## src/hw/pin_route_pkg.sv

```systemverilog
// Constants, register map and carrier types for the pin routing block
package pin_route_pkg;

  // Widths
  localparam int DATA_W = 32;
  localparam int ADDR_W = 8;
  localparam int BE_W = 4;
  localparam int REG_W = 16;
  localparam int SEL_W = 7;

  // Register byte offsets
  localparam logic [ADDR_W-1:0] OFF_ANALOG_SEL = 8'h00;
  localparam logic [ADDR_W-1:0] OFF_DIRECTION = 8'h04;
  localparam logic [ADDR_W-1:0] OFF_LATCH = 8'h08;
  localparam logic [ADDR_W-1:0] OFF_PIN_LEVEL = 8'h0C;
  localparam logic [ADDR_W-1:0] OFF_PULLUP = 8'h10;
  localparam logic [ADDR_W-1:0] OFF_PULLDOWN = 8'h14;
  localparam logic [ADDR_W-1:0] OFF_IRQ1_ROUTE = 8'h18;
  localparam logic [ADDR_W-1:0] OFF_IRQ2_ROUTE = 8'h1C;

  // Selector field positions
  localparam int IRQ1_SEL_LSB = 8;
  localparam int IRQ1_SEL_MSB = 14;
  localparam int IRQ2_SEL_LSB = 0;
  localparam int IRQ2_SEL_MSB = 6;
  localparam int LANE_W = 8;

  // Selector codes
  localparam logic [SEL_W-1:0] SEL_CODE_GND = 7'h00;
  localparam logic [SEL_W-1:0] SEL_CODE_CMP = 7'h01;
  localparam logic [SEL_W-1:0] SEL_CODE_MAX = 7'h79;
  localparam int REMAP_W = 122;

  // Reset values
  localparam logic [REG_W-1:0] ANALOG_SEL_RST = 16'h0000;
  localparam logic [REG_W-1:0] DIRECTION_RST = 16'hFFFF;
  localparam logic [REG_W-1:0] LATCH_RST = 16'h0000;
  localparam logic [REG_W-1:0] PULL_RST = 16'h0000;
  localparam logic [SEL_W-1:0] SEL_RST = 7'h00;
  localparam logic [DATA_W-1:0] RDATA_RST = 32'h0000_0000;

  // Avalon-MM request from the master
  typedef struct packed {
    logic read;
    logic write;
    logic [ADDR_W-1:0] address;
    logic [DATA_W-1:0] writedata;
    logic [BE_W-1:0] byteenable;
  } avmm_req_s;

  // Bus handshake states
  typedef enum logic [1:0] {
    BUS_IDLE = 2'b00,
    BUS_ACK = 2'b01
  } bus_state_e;

endpackage

```

## src/hw/pin_input_route_and_analog_select.sv

```systemverilog
// Pin analog select, function priority, pulls and interrupt input routing
// Overview of operation
// RULE1 - After reset every analog-capable pin starts in analog mode.
// RULE2 - Analog pins read zero through pin level and latch registers.
// RULE3 - Software writes one to an analog select bit for digital use.
// RULE4 - Output driver follows direction bit even while analog is active.
// RULE5 - Leftmost enabled function owns a pin; all to its right are off.
// RULE6 - Each pin has independent pull-up and pull-down enable bits.
// RULE7 - Bits 14 to 8 of the first route register pick irq one source.
// RULE8 - Bits 6 to 0 of the second route register pick irq two source.
// RULE9 - Code zero is ground, one comparator, codes 2 to 121 remappable pins.
// RULE10 - Unimplemented route register bits ignore writes and read zero.
// RULE11 - Both selectors clear at reset, so both interrupts see ground.
// RULE12 - No interlock between selectors; any combination is accepted.
// RULE13 - Selector change reaches the interrupt output the cycle after.
`timescale 1ns/1ns
module pin_input_route_and_analog_select
  import pin_route_pkg::*;
#(
  parameter int PIN_W = 16,
  parameter int NUM_FUNC = 4,
  parameter logic [PIN_W-1:0] ANALOG_MASK = 16'hFFFF
) (
  // Clock and reset
  input wire logic mclk_i,
  input wire logic srst_i,
  // Avalon-MM slave
  input wire avmm_req_s avmm_i,
  output logic [DATA_W-1:0] avmm_readdata_o,
  output logic avmm_waitrequest_o,
  // Pads
  input wire logic [PIN_W-1:0] pin_in_i,
  output logic [PIN_W-1:0] pin_out_o,
  output logic [PIN_W-1:0] pin_oe_o,
  output logic [PIN_W-1:0] pullup_enable_o,
  output logic [PIN_W-1:0] pulldown_enable_o,
  // Function arbitration
  input wire logic [(NUM_FUNC-1)*PIN_W-1:0] func_req_i,
  output logic [NUM_FUNC*PIN_W-1:0] func_grant_o,
  output logic [PIN_W-1:0] digital_in_o,
  // Interrupt input routing
  input wire logic comparator_one_output_i,
  input wire logic [REMAP_W-1:0] remappable_pin_i,
  output logic external_irq_one_o,
  output logic external_irq_two_o
);

  // Lowest set bit, index zero being leftmost in the pin name
  function automatic logic [NUM_FUNC-1:0] first_set(
    input logic [NUM_FUNC-1:0] v);
    first_set = v & (~v + {{(NUM_FUNC-1){1'b0}}, 1'b1});
  endfunction

  // Source multiplexer for a routed input
  function automatic logic route_src(input logic [SEL_W-1:0] sel,
                                     input logic cmp,
                                     input logic [REMAP_W-1:0] rp);
    if (sel == SEL_CODE_GND) begin
      route_src = 1'b0;
    end else if (sel == SEL_CODE_CMP) begin
      route_src = cmp;
    end else if (sel > SEL_CODE_MAX) begin
      route_src = 1'b0;
    end else begin
      route_src = rp[sel];
    end
  endfunction

  // Byte-lane merge for 16-bit registers
  function automatic logic [REG_W-1:0] merge16(
    input logic [REG_W-1:0] old,
    input logic [DATA_W-1:0] wd,
    input logic [BE_W-1:0] be);
    merge16 = old;
    if (be[0]) begin
      merge16[LANE_W-1:0] = wd[LANE_W-1:0];
    end
    if (be[1]) begin
      merge16[REG_W-1:LANE_W] = wd[REG_W-1:LANE_W];
    end
  endfunction

  bus_state_e state_reg;
  bus_state_e state_next;
  logic [REG_W-1:0] analog_sel_reg;
  logic [REG_W-1:0] dir_reg;
  logic [REG_W-1:0] latch_reg;
  logic [REG_W-1:0] pullup_reg;
  logic [REG_W-1:0] pulldown_reg;
  logic [SEL_W-1:0] irq1_source_select_reg;
  logic [SEL_W-1:0] irq2_source_select_reg;

  wire req = avmm_i.read | avmm_i.write;
  wire wr_take = (state_reg == BUS_ACK) & avmm_i.write;
  wire [ADDR_W-1:0] addr = avmm_i.address;
  wire [BE_W-1:0] be = avmm_i.byteenable;
  wire [DATA_W-1:0] wd = avmm_i.writedata;

  // Digital buffer enable: analog select bit one means digital
  wire [PIN_W-1:0] digital_en = analog_sel_reg[PIN_W-1:0] | ~ANALOG_MASK;
  wire [PIN_W-1:0] analog_active = ~digital_en;
  // Analog pins read zero
  wire [PIN_W-1:0] pin_level_value = pin_in_i & digital_en;
  wire [PIN_W-1:0] output_latch_value = latch_reg[PIN_W-1:0] & digital_en;

  // Route register images, unused bits zero
  wire [REG_W-1:0] irq1_route_img =
    {1'b0, irq1_source_select_reg, {LANE_W{1'b0}}};
  wire [REG_W-1:0] irq2_route_img =
    {{(REG_W-SEL_W){1'b0}}, irq2_source_select_reg};
  wire [REG_W-1:0] irq1_merged = merge16(irq1_route_img, wd, be);
  wire [REG_W-1:0] irq2_merged = merge16(irq2_route_img, wd, be);

  // Interrupt source multiplexers
  wire irq1_src = route_src(irq1_source_select_reg,
                            comparator_one_output_i, remappable_pin_i);
  wire irq2_src = route_src(irq2_source_select_reg,
                            comparator_one_output_i, remappable_pin_i);

  // Read data decode
  logic [REG_W-1:0] rd_word;
  always_comb begin
    rd_word = {REG_W{1'b0}};
    if (addr == OFF_ANALOG_SEL) begin
      rd_word = analog_sel_reg;
    end else if (addr == OFF_DIRECTION) begin
      rd_word = dir_reg;
    end else if (addr == OFF_LATCH) begin
      rd_word = {{(REG_W-PIN_W){1'b0}}, output_latch_value};
    end else if (addr == OFF_PIN_LEVEL) begin
      rd_word = {{(REG_W-PIN_W){1'b0}}, pin_level_value};
    end else if (addr == OFF_PULLUP) begin
      rd_word = pullup_reg;
    end else if (addr == OFF_PULLDOWN) begin
      rd_word = pulldown_reg;
    end else if (addr == OFF_IRQ1_ROUTE) begin
      rd_word = irq1_route_img;
    end else if (addr == OFF_IRQ2_ROUTE) begin
      rd_word = irq2_route_img;
    end
  end

  // Handshake: waitrequest drops for one cycle per request
  always_comb begin
    state_next = state_reg;
    case (state_reg)
      BUS_IDLE: begin
        if (req) begin
          state_next = BUS_ACK;
        end
      end
      BUS_ACK: begin
        state_next = BUS_IDLE;
      end
      default: begin
        state_next = BUS_IDLE;
      end
    endcase
  end

  always_ff @(posedge mclk_i) begin
    if (srst_i) begin
      state_reg <= BUS_IDLE;
      avmm_waitrequest_o <= 1'b1;
      avmm_readdata_o <= RDATA_RST;
    end else begin
      state_reg <= state_next;
      avmm_waitrequest_o <= (state_next != BUS_ACK);
      if (state_reg == BUS_IDLE && avmm_i.read) begin
        avmm_readdata_o <= {{(DATA_W-REG_W){1'b0}}, rd_word};
      end
    end
  end

  // Analog mode at reset, digital when software sets the bit
  // RULE1 RULE3 analog select
  always_ff @(posedge mclk_i) begin
    if (srst_i) begin
      analog_sel_reg <= ANALOG_SEL_RST;
    end else if (wr_take && addr == OFF_ANALOG_SEL) begin
      analog_sel_reg <= merge16(analog_sel_reg, wd, be);
    end
  end

  // Port direction, latch and pull enables
  // RULE6 independent pulls
  always_ff @(posedge mclk_i) begin
    if (srst_i) begin
      dir_reg <= DIRECTION_RST;
      latch_reg <= LATCH_RST;
      pullup_reg <= PULL_RST;
      pulldown_reg <= PULL_RST;
    end else if (wr_take) begin
      if (addr == OFF_DIRECTION) begin
        dir_reg <= merge16(dir_reg, wd, be);
      end
      if (addr == OFF_LATCH) begin
        latch_reg <= merge16(latch_reg, wd, be);
      end
      if (addr == OFF_PULLUP) begin
        pullup_reg <= merge16(pullup_reg, wd, be);
      end
      if (addr == OFF_PULLDOWN) begin
        pulldown_reg <= merge16(pulldown_reg, wd, be);
      end
    end
  end

  // Selectors, cleared at reset, written without interlock
  // RULE7 RULE8 RULE10 RULE11 RULE12 selectors
  always_ff @(posedge mclk_i) begin
    if (srst_i) begin
      irq1_source_select_reg <= SEL_RST;
      irq2_source_select_reg <= SEL_RST;
    end else if (wr_take) begin
      if (addr == OFF_IRQ1_ROUTE) begin
        irq1_source_select_reg <= irq1_merged[IRQ1_SEL_MSB:IRQ1_SEL_LSB];
      end
      if (addr == OFF_IRQ2_ROUTE) begin
        irq2_source_select_reg <= irq2_merged[IRQ2_SEL_MSB:IRQ2_SEL_LSB];
      end
    end
  end

  // Pad and interrupt outputs
  // RULE4 RULE9 RULE13 output stage
  always_ff @(posedge mclk_i) begin
    if (srst_i) begin
      pin_out_o <= {PIN_W{1'b0}};
      pin_oe_o <= {PIN_W{1'b0}};
      pullup_enable_o <= {PIN_W{1'b0}};
      pulldown_enable_o <= {PIN_W{1'b0}};
      digital_in_o <= {PIN_W{1'b0}};
      external_irq_one_o <= 1'b0;
      external_irq_two_o <= 1'b0;
    end else begin
      pin_out_o <= latch_reg[PIN_W-1:0];
      pin_oe_o <= ~dir_reg[PIN_W-1:0];
      pullup_enable_o <= pullup_reg[PIN_W-1:0];
      pulldown_enable_o <= pulldown_reg[PIN_W-1:0];
      digital_in_o <= pin_level_value;
      external_irq_one_o <= irq1_src;
      external_irq_two_o <= irq2_src;
    end
  end

  // Per-pin function arbitration, analog first
  genvar p;
  generate
    for (p = 0; p < PIN_W; p++) begin : g_pin
      wire [NUM_FUNC-1:0] f_req =
        {func_req_i[p*(NUM_FUNC-1) +: (NUM_FUNC-1)], analog_active[p]};
      // RULE5 leftmost wins
      wire [NUM_FUNC-1:0] f_grant = first_set(f_req);
      always_ff @(posedge mclk_i) begin
        if (srst_i) begin
          func_grant_o[p*NUM_FUNC +: NUM_FUNC] <= {NUM_FUNC{1'b0}};
        end else begin
          func_grant_o[p*NUM_FUNC +: NUM_FUNC] <= f_grant;
        end
      end
    end
  endgenerate

  property p_analog_after_reset;
    @(posedge mclk_i) disable iff (srst_i)
    $fell(srst_i) |-> (analog_sel_reg == ANALOG_SEL_RST) && (digital_in_o
      == {PIN_W{1'b0}}) ##1 (digital_in_o & ANALOG_MASK) == {PIN_W{1'b0}};
  endproperty
  a_analog_after_reset: assert property (p_analog_after_reset) // RULE1
    else $error("pin not analog after reset");

  property p_analog_reads_zero;
    @(posedge mclk_i) disable iff (srst_i)
    (state_reg == BUS_IDLE && avmm_i.read && addr == OFF_PIN_LEVEL) |=>
      ((avmm_readdata_o[PIN_W-1:0] & ~$past(digital_en)) == {PIN_W{1'b0}});
  endproperty
  a_analog_reads_zero: assert property (p_analog_reads_zero) // RULE2
    else $error("analog pin read nonzero");

  property p_oe_with_analog;
    @(posedge mclk_i) disable iff (srst_i)
    (analog_active[0] && !dir_reg[0]) |=> pin_oe_o[0];
  endproperty
  a_oe_with_analog: assert property (p_oe_with_analog) // RULE4
    else $error("output driver lost while analog");

  // Pin zero requests, analog in bit zero
  wire [NUM_FUNC-1:0] f0_req = g_pin[0].f_req;

  property p_priority;
    @(posedge mclk_i) disable iff (srst_i)
    f0_req[0] |=> func_grant_o[NUM_FUNC-1:0] ==
      {{(NUM_FUNC-1){1'b0}}, 1'b1};
  endproperty
  a_priority: assert property (p_priority) // RULE5
    else $error("higher priority function not owner");

  property p_grant_onehot;
    @(posedge mclk_i) disable iff (srst_i)
    (f0_req != {NUM_FUNC{1'b0}}) |=>
      $onehot(func_grant_o[NUM_FUNC-1:0]) &&
      ((func_grant_o[NUM_FUNC-1:0] & ~$past(f0_req)) == {NUM_FUNC{1'b0}});
  endproperty
  a_grant_onehot: assert property (p_grant_onehot) // RULE5
    else $error("function grant not single");

  property p_pulls;
    @(posedge mclk_i) disable iff (srst_i)
    !$rose(srst_i) |=> (pullup_enable_o == $past(pullup_reg[PIN_W-1:0])) &&
      (pulldown_enable_o == $past(pulldown_reg[PIN_W-1:0]));
  endproperty
  a_pulls: assert property (p_pulls) // RULE6
    else $error("pull enables wrong");

  property p_irq1_write;
    @(posedge mclk_i) disable iff (srst_i)
    (wr_take && addr == OFF_IRQ1_ROUTE && be[1]) |=>
      irq1_source_select_reg == $past(wd[IRQ1_SEL_MSB:IRQ1_SEL_LSB]);
  endproperty
  a_irq1_write: assert property (p_irq1_write) // RULE7
    else $error("irq one selector not written");

  property p_irq2_write;
    @(posedge mclk_i) disable iff (srst_i)
    (wr_take && addr == OFF_IRQ2_ROUTE && be[0]) |=>
      irq2_source_select_reg == $past(wd[IRQ2_SEL_MSB:IRQ2_SEL_LSB]);
  endproperty
  a_irq2_write: assert property (p_irq2_write) // RULE8
    else $error("irq two selector not written");

  property p_code_map;
    @(posedge mclk_i) disable iff (srst_i)
    (irq1_source_select_reg == SEL_CODE_GND |=> !external_irq_one_o) and
    (irq1_source_select_reg == SEL_CODE_CMP |=>
      external_irq_one_o == $past(comparator_one_output_i)) and
    (irq2_source_select_reg == SEL_CODE_MAX |=>
      external_irq_two_o == $past(remappable_pin_i[REMAP_W-1]));
  endproperty
  a_code_map: assert property (p_code_map) // RULE9 RULE13
    else $error("selector code routes wrong source");

  property p_unused_zero;
    @(posedge mclk_i) disable iff (srst_i)
    (state_reg == BUS_IDLE && avmm_i.read && addr == OFF_IRQ1_ROUTE) |=>
      avmm_readdata_o[LANE_W-1:0] == 8'h00 &&
      avmm_readdata_o[DATA_W-1:IRQ1_SEL_MSB+1] == {(DATA_W-15){1'b0}};
  endproperty
  a_unused_zero: assert property (p_unused_zero) // RULE10
    else $error("unimplemented route bits not zero");

  property p_sel_reset;
    @(posedge mclk_i) disable iff (srst_i)
    $fell(srst_i) |-> irq1_source_select_reg == SEL_RST &&
      irq2_source_select_reg == SEL_RST ##1 !external_irq_one_o;
  endproperty
  a_sel_reset: assert property (p_sel_reset) // RULE11
    else $error("selectors not cleared by reset");

endmodule // pin_input_route_and_analog_select

```

## config.mk

```make
export PLATFORM = sky130hd
export DESIGN_NAME = pin_input_route_and_analog_select
export DESIGN_NICKNAME = d
export VERILOG_FILES = /design/src/hw/pin_route_pkg.sv /design/src/hw/pin_input_route_and_analog_select.sv
export SDC_FILE = /design/constraint.sdc
export NUM_CORES = 1
export LEC_CHECK = 0
export BUFFER_PORTS_ARGS = -buffer_cell sky130_fd_sc_hd__clkbuf_2
export CAP_MARGIN = 20
export CORE_AREA = 2 2 163 165
export CTS_CLUSTER_DIAMETER = 200
export DETAILED_ROUTE_END_ITERATION = 6
export DIE_AREA = 0 0 165 167
export PLACE_DENSITY = 0.73
export SLEW_MARGIN = 20
export SYNTH_ARGS = -nofsm -noshare
export SYNTH_HDL_FRONTEND = slang
export SYNTH_SLANG_ARGS = --single-unit
```

## constraint.sdc

```tcl
create_clock -name mclk_i -period 3.1 [get_ports mclk_i]
set_clock_uncertainty 0.1 [all_clocks]
set_input_delay 0.62 -clock mclk_i [delete_from_list [all_inputs] [get_ports mclk_i]]
set_output_delay 0.62 -clock mclk_i [all_outputs]
set_load 0.005 [all_outputs]
```

---- Yosys cells after proc, flatten, opt, wreduce, memory -nomap -nowiden ----
Cells that the tools add are included.
storage, ports and cells
  register bits after elaboration ......... 259
  bits of input ports ..................... 235
  output and inout bits ................... 179
operators by class
  $lt $le $gt $ge ......................... 4
  reductions and logical operators ........ 20
  add/subtract/negate cells ............... 16
  equal/unequal tests ..................... 11
  bitwise logic cells ..................... 38
  mux-type cells .......................... 18
operators with widths
  operator                                                    number
  two-way mux 16 bit                                          6
  adder 4 x 1 -> 4 bit, second input constant                 16
  AND 4 bit                                                   16
  inverter 4 bit                                              16
  AND 16 bit                                                  2
  == test 8 x 5 -> 1 bit, second input constant               4
  inverter 16 bit                                             2
  AND reduction 3 bit                                         10
  == test 8 x 4 -> 1 bit, second input constant               2
  less-than comparator 7 x 8 -> 1 bit, second input constant  2
  two-way mux 15 bit                                          1
  binary-select mux 1 bit (select 7 bit)                      2
  == test 7 x 1 -> 1 bit, second input constant               2
  > comparator 7 bit, second input constant                   2
  logical NOT 7 bit                                           2
  == test 8 x 3 -> 1 bit, second input constant               1
  logical NOT 8 bit                                           1
  two-way mux 7 bit                                           1
  two-way mux 1 bit                                           6
  two-way mux 2 bit                                           2
  AND reduction 2 bit                                         2
  OR reduction 2 bit                                          2
  == test 2 x 1 -> 1 bit, second input constant               1
  logical AND 1 bit                                           2
  other kinds (4)                                             4

---- Depth between registers and ports, before layout ----
Gate-level depths: netlist (run 1).
  depth in word-level cells ............... 9
  depth in mapped cells ................... 9
  gate-level depth less buffers ........... 6

---- Worst setup path after synthesis (run 1) ----
Ideal clock, no wire load.
  path type ............................... input to register
  start ................................... input port avmm_i[43] (netlist name)
  end ..................................... register avmm_readdata_o[15]
  slack ................................... 921 ps
  buffers on the path ..................... 2
  cell stages on the path ................. 8
  data arrival time ....................... 1,961 ps
  setup time .............................. 118 ps
  cell sequence ........................... or4_1 buf_2 nor2_4 buf_6 nand2_2 a31oi_1 a2bb2oi_1 o21ai_1
on the way
  word-level cells in the longest chain between the ends .. 7
RTL lines
  what                    RTL line                                  text
  start, declared         pin_input_route_and_analog_select.sv:28   input wire avmm_req_s avmm_i,
  == test 8 x 5 -> 1 bit  pin_input_route_and_analog_select.sv:134  end else if (addr == OFF_PULLDOWN) begin
  two-way mux 16 bit      pin_input_route_and_analog_select.sv:134
  two-way mux 16 bit      pin_input_route_and_analog_select.sv:132  end else if (addr == OFF_PULLUP) begin
  two-way mux 16 bit      pin_input_route_and_analog_select.sv:130  end else if (addr == OFF_PIN_LEVEL) begin
  two-way mux 16 bit      pin_input_route_and_analog_select.sv:128  end else if (addr == OFF_LATCH) begin
  two-way mux 16 bit      pin_input_route_and_analog_select.sv:126  end else if (addr == OFF_DIRECTION) begin
  two-way mux 16 bit (*)  pin_input_route_and_analog_select.sv:124  if (addr == OFF_ANALOG_SEL) begin
  end signal, assigned    pin_input_route_and_analog_select.sv:170  avmm_readdata_o <= {{(DATA_W-REG_W){1'b0}}, rd_word};
  end, declared           pin_input_route_and_analog_select.sv:29   output logic [DATA_W-1:0] avmm_readdata_o,
Mark *: on every way between the ends. The rest lies on a longest branch, timed or not.
A chain may end at the register's enable or synchronous reset.

---- Worst setup path in the final report (run 1) ----
  start ................................... register irq2_source_select_reg[1]
  end ..................................... register external_irq_two_o
on the way
  word-level cells in the longest chain between the ends .. 4
RTL lines
  what                                     RTL line                                  text
  start, declared                          pin_input_route_and_analog_select.sv:91   logic [SEL_W-1:0] irq2_source_select_reg;
  start signal, assigned                   pin_input_route_and_analog_select.sv:220  irq2_source_select_reg <= irq2_merged[IRQ2_SEL_MSB:IRQ2_SEL_LSB];
  binary-select mux 1 bit (select 7 bit)   pin_input_route_and_analog_select.sv:65   route_src = rp[sel];
  two-way mux 1 bit (not written as such)  pin_input_route_and_analog_select.sv:65
  two-way mux 1 bit                        pin_input_route_and_analog_select.sv:62   end else if (sel > SEL_CODE_MAX) begin
  two-way mux 1 bit                        pin_input_route_and_analog_select.sv:60   end else if (sel == SEL_CODE_CMP) begin
  end signal, assigned                     pin_input_route_and_analog_select.sv:243  external_irq_two_o <= irq2_src;
  end, declared                            pin_input_route_and_analog_select.sv:45   output logic external_irq_two_o
Several ways; a longest one is shown, not always the timed one. The select of a mux whose other input is x is not followed.

==> impl_metrics.yaml, run 1 <==
status:
  run_status: "finished clean"
logic_synthesis:
  avgSynthCellArea_sq_um: 9.59
  async_reset_ff_share_pct: 0
  synth_seq_area_share_pct: 45.3
  synth_ff_type: "dfxtp_1"
  synth_area_sq_um: 11500
  yosys_warnings: 0
  synth_edf_count: 0
  synth.distinct_cells: 62
  synth-seq-cells: 259
  syn_inst: 1195
final_layout:
  layout_common_cells: "clkbuf_2 (378), dfxtp_1 (257), nand2_1 (183)"
  layout.nets: 1776
  top_register: "func_grant_o"
  final_common_cell: "clkbuf_2"
  layout-drive-gt1-share_pct: 33.2
  design_area_sq_um: 14400
  largest_reg_flops: 64
  area_growth_pct: 26.0
placement:
  gp_congestion: 0.905
  place_hpwl_microns: 28700
  post-place-ws_ps: 302
  placed_cell_area_sq_um: 13600
  port_buffers: 379
setup_path:
  worst_path_most_repeated_cell: "a311oi_1"
  path_buf_inv: 0
  criticalPathCategory: "reg -> reg"
  required_ps: 3400
  crit_cells: 6
  critPathMaxFanout: 26
  crit_chain: "mux4_2 -> a22oi_1 -> nand4_1 -> o211a_1 -> a311oi_1 -> a311oi_1"
  crit_arrival_ps: 2790
  cp_top_family: "flip-flops"
  critPathSlowestCell: "dfxtp_2"
  critPathCaptureType: "flip-flop"
  r2r_cells: 6
  start_kind: "flip-flop"
  slowest_delay_ps: 820
clocking:
  clockBufferDepth: 3
  cts_hold_buf: 0
  cts_inserted_buffers: 25
  cts_resized: 0
  clk_pin_slew_worst_paths_ps: 70
  insertion_delay_ps: 510
  postCtsSetupBuffers: 0
  cts_tree: "built"
  cts.root.buffer_cell: "clkbuf_16"
  numClockSinks: 259
  htreeDepth: 1
route:
  vias: 10500
  wl_per_cell_microns: 19.7
  dr.pass1.iters: 5
  routed_wl_microns: 37400
  postRouteAntennaNets: 0
  drt_iter0_drc: 775
  drc_errors: 0
  routed_via_density: 5.55
timing:
  setup_violations: 0
  tightest_slew_ps: 767
  fin_tns_setup_ps: 0
  fin_crit_ps: 2490
  fin_ws_ps: 606
  slew_headroom_pct: 48.8
  post-route-period-util_pct: 80.4
  hold_violations: 0
  rsz0062_at_grt: "false"
  max_freq_ghz: 0.401
  maxSlewViolCount: 0
power_and_ir_drop:
  p_int_mw: 5.43
  power.leakage_nw: 6.11
  switching_share_pct: 22.2
  pwr-share-seq_pct: 48.0
  p_clk_share_pct: 45.6
  p_sw_mw: 1.55
  combPwrFrac_pct: 6.4
  ir_drop_v: 0.000547
  pwr_density_cell_nw_per_um2: 483
global_route:
  grt_max_degree: 66
  overflow: 0
  grt_pass1_wl_microns: 55400
  antenna_found_initial: 5
  track_usage_pct: 26.0
  grt_pass1_vias: 9975
floorplan:
  die_area_sq_um: 27600
  die_height_microns: 167
  die_w_microns: 165
  coreArea_sq_um: 25800
  boundaryPins: 414
  start_util_pct: 44.5
  rows: 59
worst_hold_path:
  hold_path_class: "in -> reg"
  min_path_cells: 2
job:
  maxCapViolations: 0
## worst reg2reg max path, delay by kind of cell (launching register included)
| family | cells | cell delay [ps] |
|---|---|---|
| mux | 1 | 620 |
| flops | 1 | 820 |
| simple gates | 1 | 130 |
| compound gates | 4 | 710 |
## layout make-up
cell class	count	area [sq um]
clock buffers	33	716
inverters	6	22.5
clock inverters	11	150
flip-flops and latches	259	5190
repair buffers	408	2170
fillers	2345	11300
diodes	4	10.0
multi-input cells	841	5760
well taps	335	419
## path summary, 6_finish.rpt
kind	start	end	slack [ps]
worst max-delay path	irq2_source_select_reg[1]$_SDFFE_PP0P_	external_irq_two_o$_SDFF_PP0_	610
worst min-delay path	func_req_i[7]	func_grant_o[11]$_SDFF_PP0_	170
worst max register to register	irq2_source_select_reg[1]$_SDFFE_PP0P_	external_irq_two_o$_SDFF_PP0_	610
worst min register to register	dir_reg[9]$_SDFFE_PP1P_	pin_oe_o[9]$_SDFF_PP0_	350
## per-layer routing
| layer | global-route usage [%] | up-vias | wire [microns] |
|---|---|---|---|
| li1 | - | 4938 | - |
| met1 | 29.3 | 4937 | 13600 |
| met2 | 46.9 | 559 | 19000 |
| met3 | 5.50 | 85 | 3370 |
| met4 | 11.1 | 0 | 1440 |
| met5 | 0 | - | 0 |
## cell usage after synthesis, types with 4 or more instances
| master | count | area share (%) |
|---|---|---|
| nand4_1 | 7 | 0.38 |
| a22oi_1 | 6 | 0.39 |
| o221ai_1 | 4 | 0.31 |
| inv_1 | 6 | 0.20 |
| mux2i_1 | 50 | 4.4 |
| o21ai_1 | 9 | 0.39 |
| buf_1 | 4 | 0.13 |
| nor3b_1 | 20 | 1.3 |
| mux2_2 | 4 | 0.39 |
| o21ai_0 | 20 | 0.87 |
| buf_6 | 7 | 0.69 |
| buf_2 | 28 | 1.2 |
| and3_1 | 34 | 1.9 |
| nand2_1 | 183 | 6.0 |
| a32oi_1 | 15 | 1.1 |
| o2bb2ai_1 | 7 | 0.54 |
| buf_4 | 20 | 1.3 |
| a31oi_1 | 4 | 0.22 |
| clkbuf_1 | 46 | 1.5 |
| nand2b_1 | 11 | 0.60 |
| nor2b_1 | 58 | 3.2 |
| mux4_1 | 7 | 1.6 |
| a21oi_1 | 77 | 3.4 |
| a2bb2oi_1 | 4 | 0.31 |
| o22ai_1 | 12 | 0.66 |
| nor4b_1 | 17 | 1.3 |
| nand3_1 | 71 | 3.1 |
| a211oi_1 | 5 | 0.33 |
| and2_1 | 4 | 0.22 |
| nor2_1 | 91 | 3.0 |
| mux4_2 | 49 | 9.6 |
| a211o_1 | 4 | 0.31 |
| o211ai_1 | 5 | 0.33 |
| a21boi_1 | 7 | 0.46 |
| dfxtp_1 | 259 | 45 |
## cells by family after synthesis
| kind of cell | share of synthesized area (%) |
|---|---|
| AO/OA/AOI/OAI | 10.5 |
| AND/OR/NAND/NOR | 23.2 |
| other | 0.0327 |
| multiplexers | 16.0 |
| flip-flops | 45.3 |
| buffers and inverters | 5.06 |
## stage by stage
| step | util [%] | instances | hold WS [ps] | total power, mW |
|---|---|---|---|---|
| finish | 56.0 | 1897 | 167 | 6.97 |
| global route | 56.0 | 1897 | 155 | 7.19 |
| CTS | 56.0 | 1893 | 148 | 7.02 |
| detailed placement | 52.6 | 1849 | 332 | 3.86 |
| global placement | 52.6 | 1849 | 333 | 3.86 |
| floorplan | - | 1211 | 306 | 3.62 |
## power groups by stage
stage / combinational (mW) / clock [mW] / sequential, mW
after floorplan: 0.198 / 0 / 3.42
after global placement: 0.436 / 0 / 3.42
after detailed placement: 0.441 / 0 / 3.42
after CTS: 0.443 / 3.23 / 3.34
after global routing: 0.481 / 3.36 / 3.34
final: 0.446 / 3.18 / 3.35
(Power assumes the default switching activity.)
==> run 2, diff against run 1 <==
--- a/config.mk
+++ b/config.mk
@@ -5,13 +5,14 @@
 export SDC_FILE = /design/constraint.sdc
 export NUM_CORES = 1
 export LEC_CHECK = 0
+export ABC_AREA = 1
 export BUFFER_PORTS_ARGS = -buffer_cell sky130_fd_sc_hd__clkbuf_2
 export CAP_MARGIN = 20
-export CORE_AREA = 2 2 163 165
+export CORE_AREA = 2 2 161 163
 export CTS_CLUSTER_DIAMETER = 200
 export DETAILED_ROUTE_END_ITERATION = 6
-export DIE_AREA = 0 0 165 167
-export PLACE_DENSITY = 0.73
+export DIE_AREA = 0 0 163 165
+export PLACE_DENSITY = 0.76
 export SLEW_MARGIN = 20
 export SYNTH_ARGS = -nofsm -noshare
 export SYNTH_HDL_FRONTEND = slang
==> constraint.sdc (replaced) <==
create_clock -name mclk_i -period 2.32 [get_ports mclk_i]
set_clock_uncertainty 0.1 [all_clocks]
set_input_delay 0.464 -clock mclk_i [delete_from_list [all_inputs] [get_ports mclk_i]]
set_output_delay 0.464 -clock mclk_i [all_outputs]
set_load 0.005 [all_outputs]
==> run 2 against run 1 <==
Against the previous run: core utilization is 2.9 points higher; largest power group unchanged; non-clock buffer count rose by 10; synthesized area grew 2.5%; synthesized cell count increased by 48%; via count up 22%.
==> impl_metrics.yaml, run 2 <==
logic_synthesis:
  async_reset_ff_share_pct: 0
  avgSynthCellArea_sq_um: 6.66
  yosys.area.top_type_share_pct: 44.2
  synth_seq_area_share_pct: 44.2
  yosys_warnings: 0
  synth_area_sq_um: 11700
  synth_ff_type: "dfxtp_1"
  yosys.area.top_type: "dfxtp_1"
  synthTopCellsByCount: "nand2_1 (558), dfxtp_1 (259), inv_1 (183), nor2_1 (181), nand3_1 (148)"
  synth-seq-cells: 259
  synth_edf_count: 0
  synth.distinct_cells: 29
  ys_top_cells_by_area: "dfxtp_1 (44%), nand2_1 (18%), nand3_1 (6.3%)"
  syn_inst: 1763
  yosysMostFrequentCell: "nand2_1"
final_layout:
  layout.nets: 2359
  layout-drive-gt1-share_pct: 22.6
  area_growth_pct: 25.7
  num-fill-cells: 2412
  diodes: 0
  fin_cells: 2473
  layout_common_cells: "nand2_1 (558), clkbuf_2 (378), dfxtp_1 (257)"
  largest_reg_flops: 64
  top_register: "func_grant_o"
  final_common_cell: "nand2_1"
setup_path:
  criticalPathCategory: "reg -> reg"
  crit_chain: "inv_2 -> nand2_1 -> nand2_1 -> nand2_1 -> nand2_1 -> nor2_1 -> nor2_1 -> nor2_1 -> nand3_1 -> nand3_1 -> a21oi_2"
  crit_arrival_ps: 2330
  critPathSlowestCell: "dfxtp_1"
  critPathCaptureType: "flip-flop"
  r2r_cells: 11
  required_ps: 2650
  start_kind: "flip-flop"
  worst_path_most_repeated_cell: "nand2_1"
  slowest_delay_ps: 530
  critPathMaxFanout: 22
floorplan:
  coreArea_sq_um: 25000
  rows: 58
  die_height_microns: 165
  die_w_microns: 163
  die_area_sq_um: 26900
  boundaryPins: 414
  start_util_pct: 46.9
timing:
  max_freq_ghz: 0.499
  fin_tns_setup_ps: 0
  hold_violations: 0
  fin_crit_ps: 2000
  slew_headroom_pct: 62.8
  rsz0062_at_grt: "false"
  tightest_slew_ps: 558
  post-route-period-util_pct: 86.3
  maxSlewViolCount: 0
  setup_violations: 0
clocking:
  insertion_delay_ps: 540
  postCtsSetupBuffers: 0
  cts_tree: "built"
  cts_inserted_buffers: 26
  clk_pin_slew_worst_paths_ps: 60
  numClockSinks: 259
  clockBufferDepth: 3
  cts.root.buffer_cell: "clkbuf_16"
  htreeDepth: 1
route:
  vias: 12800
  drt_iter0_drc: 1379
  routed_via_density: 5.17
  wl_per_cell_microns: 16.2
  routed_wl_microns: 40100
  drc_errors: 0
  dr.pass1.iters: 7
  postRouteAntennaNets: 0
placement:
  dp_cells: 2420
  place_hpwl_microns: 29500
  gp_congestion: 0.929
  port_buffers: 379
global_route:
  grt_max_degree: 131
  antenna_found_initial: 1
  track_usage_pct: 28.8
  overflow: 0
  grt_pass1_wl_microns: 61400
  grt_pass1_vias: 11800
worst_hold_path:
  min_path_cells: 2
  hold_path_class: "in -> reg"
status:
  run_status: "finished clean"
power_and_ir_drop:
  ir_drop_v: 0.000588
  power.leakage_nw: 7.26
  pwr_density_cell_nw_per_um2: 630
job:
  maxCapViolations: 0
## run 2: area by class of cell
class,instances,area (sq um),area share [%]
multi-input cells,1224,5300,35.9
clock inverters,11,123,0.831
clock buffers,36,738,5.00
flip-flops and latches,259,5190,35.1
repair buffers,418,2260,15.3
well taps,330,413,2.80
inverters,195,738,5.00
## run 2: cells by family (layout without fill, tap and decap cells)
logic type / after synthesis / count (layout) / synth area share (%)
buffers and inverters: 296 / 660 / 11.2
DFF: 259 / 259 / 44.2
other: 1 / 17 / 0.0319
AOI/OAI and AO/OA: 250 / 250 / 11.0
and+or+nand+nor: 957 / 957 / 33.6
## run 2: report_power, final
| group | internal, mW | leakage, nW | switching (mW) |
|---|---|---|---|
| clock | 2.45 | 0.426 | 1.73 |
| sequential | 4.46 | 2.09 | 0.00517 |
| combinational | 0.255 | 4.74 | 0.382 |
## run 2: per-layer routing
layer | routed length, microns | part of all wire (%) | track usage (%)
met5 | 9 | 0.022 | 0
met4 | 1540 | 3.8 | 10.3
met3 | 3910 | 9.7 | 6.08
met2 | 18600 | 46 | 48.5
met1 | 16000 | 40 | 36.4
## run 2: what timing repair did
item	CTS	global route
gates resized for setup	0	0
hold endpoints to repair	6	0
hold buffers	6	0
## run 2: through the flow
step	setup WS, ps	util (%)	area, sq um	hold WS, ps	power [mW]
6_report	318	59.0	14800	14.6	9.29
5_1_grt	195	59.0	14800	10.7	9.58
4_1_cts	350	59.0	14800	3.15	9.32
3_5_place_dp	55.3	55.3	13800	326	5.19
3_3_place_gp	169	55.3	13800	328	5.18
2_1_floorplan	565	-	11800	313	4.87
## run 2: worst paths after layout
| check | from | endpoint | slack (ps) |
|---|---|---|---|
| min reg2reg | dir_reg[11]$_SDFFE_PP1P_ | pin_oe_o[11]$_SDFF_PP0_ | 340 |
| max reg2reg | irq2_source_select_reg[1]$_SDFFE_PP0P_ | external_irq_two_o$_SDFF_PP0_ | 320 |
| max | irq2_source_select_reg[1]$_SDFFE_PP0P_ | external_irq_two_o$_SDFF_PP0_ | 320 |
| min | func_req_i[4] | func_grant_o[7]$_SDFF_PP0_ | 10 |
## run 2: worst max-delay path: cells and delay by family, from the launching register on
kind                   cells  cell delay (ps)
buffers and inverters      1              300
and+or+nand+nor            9              880
DFF                        1              530
AOI/OAI and AO/OA          1               70
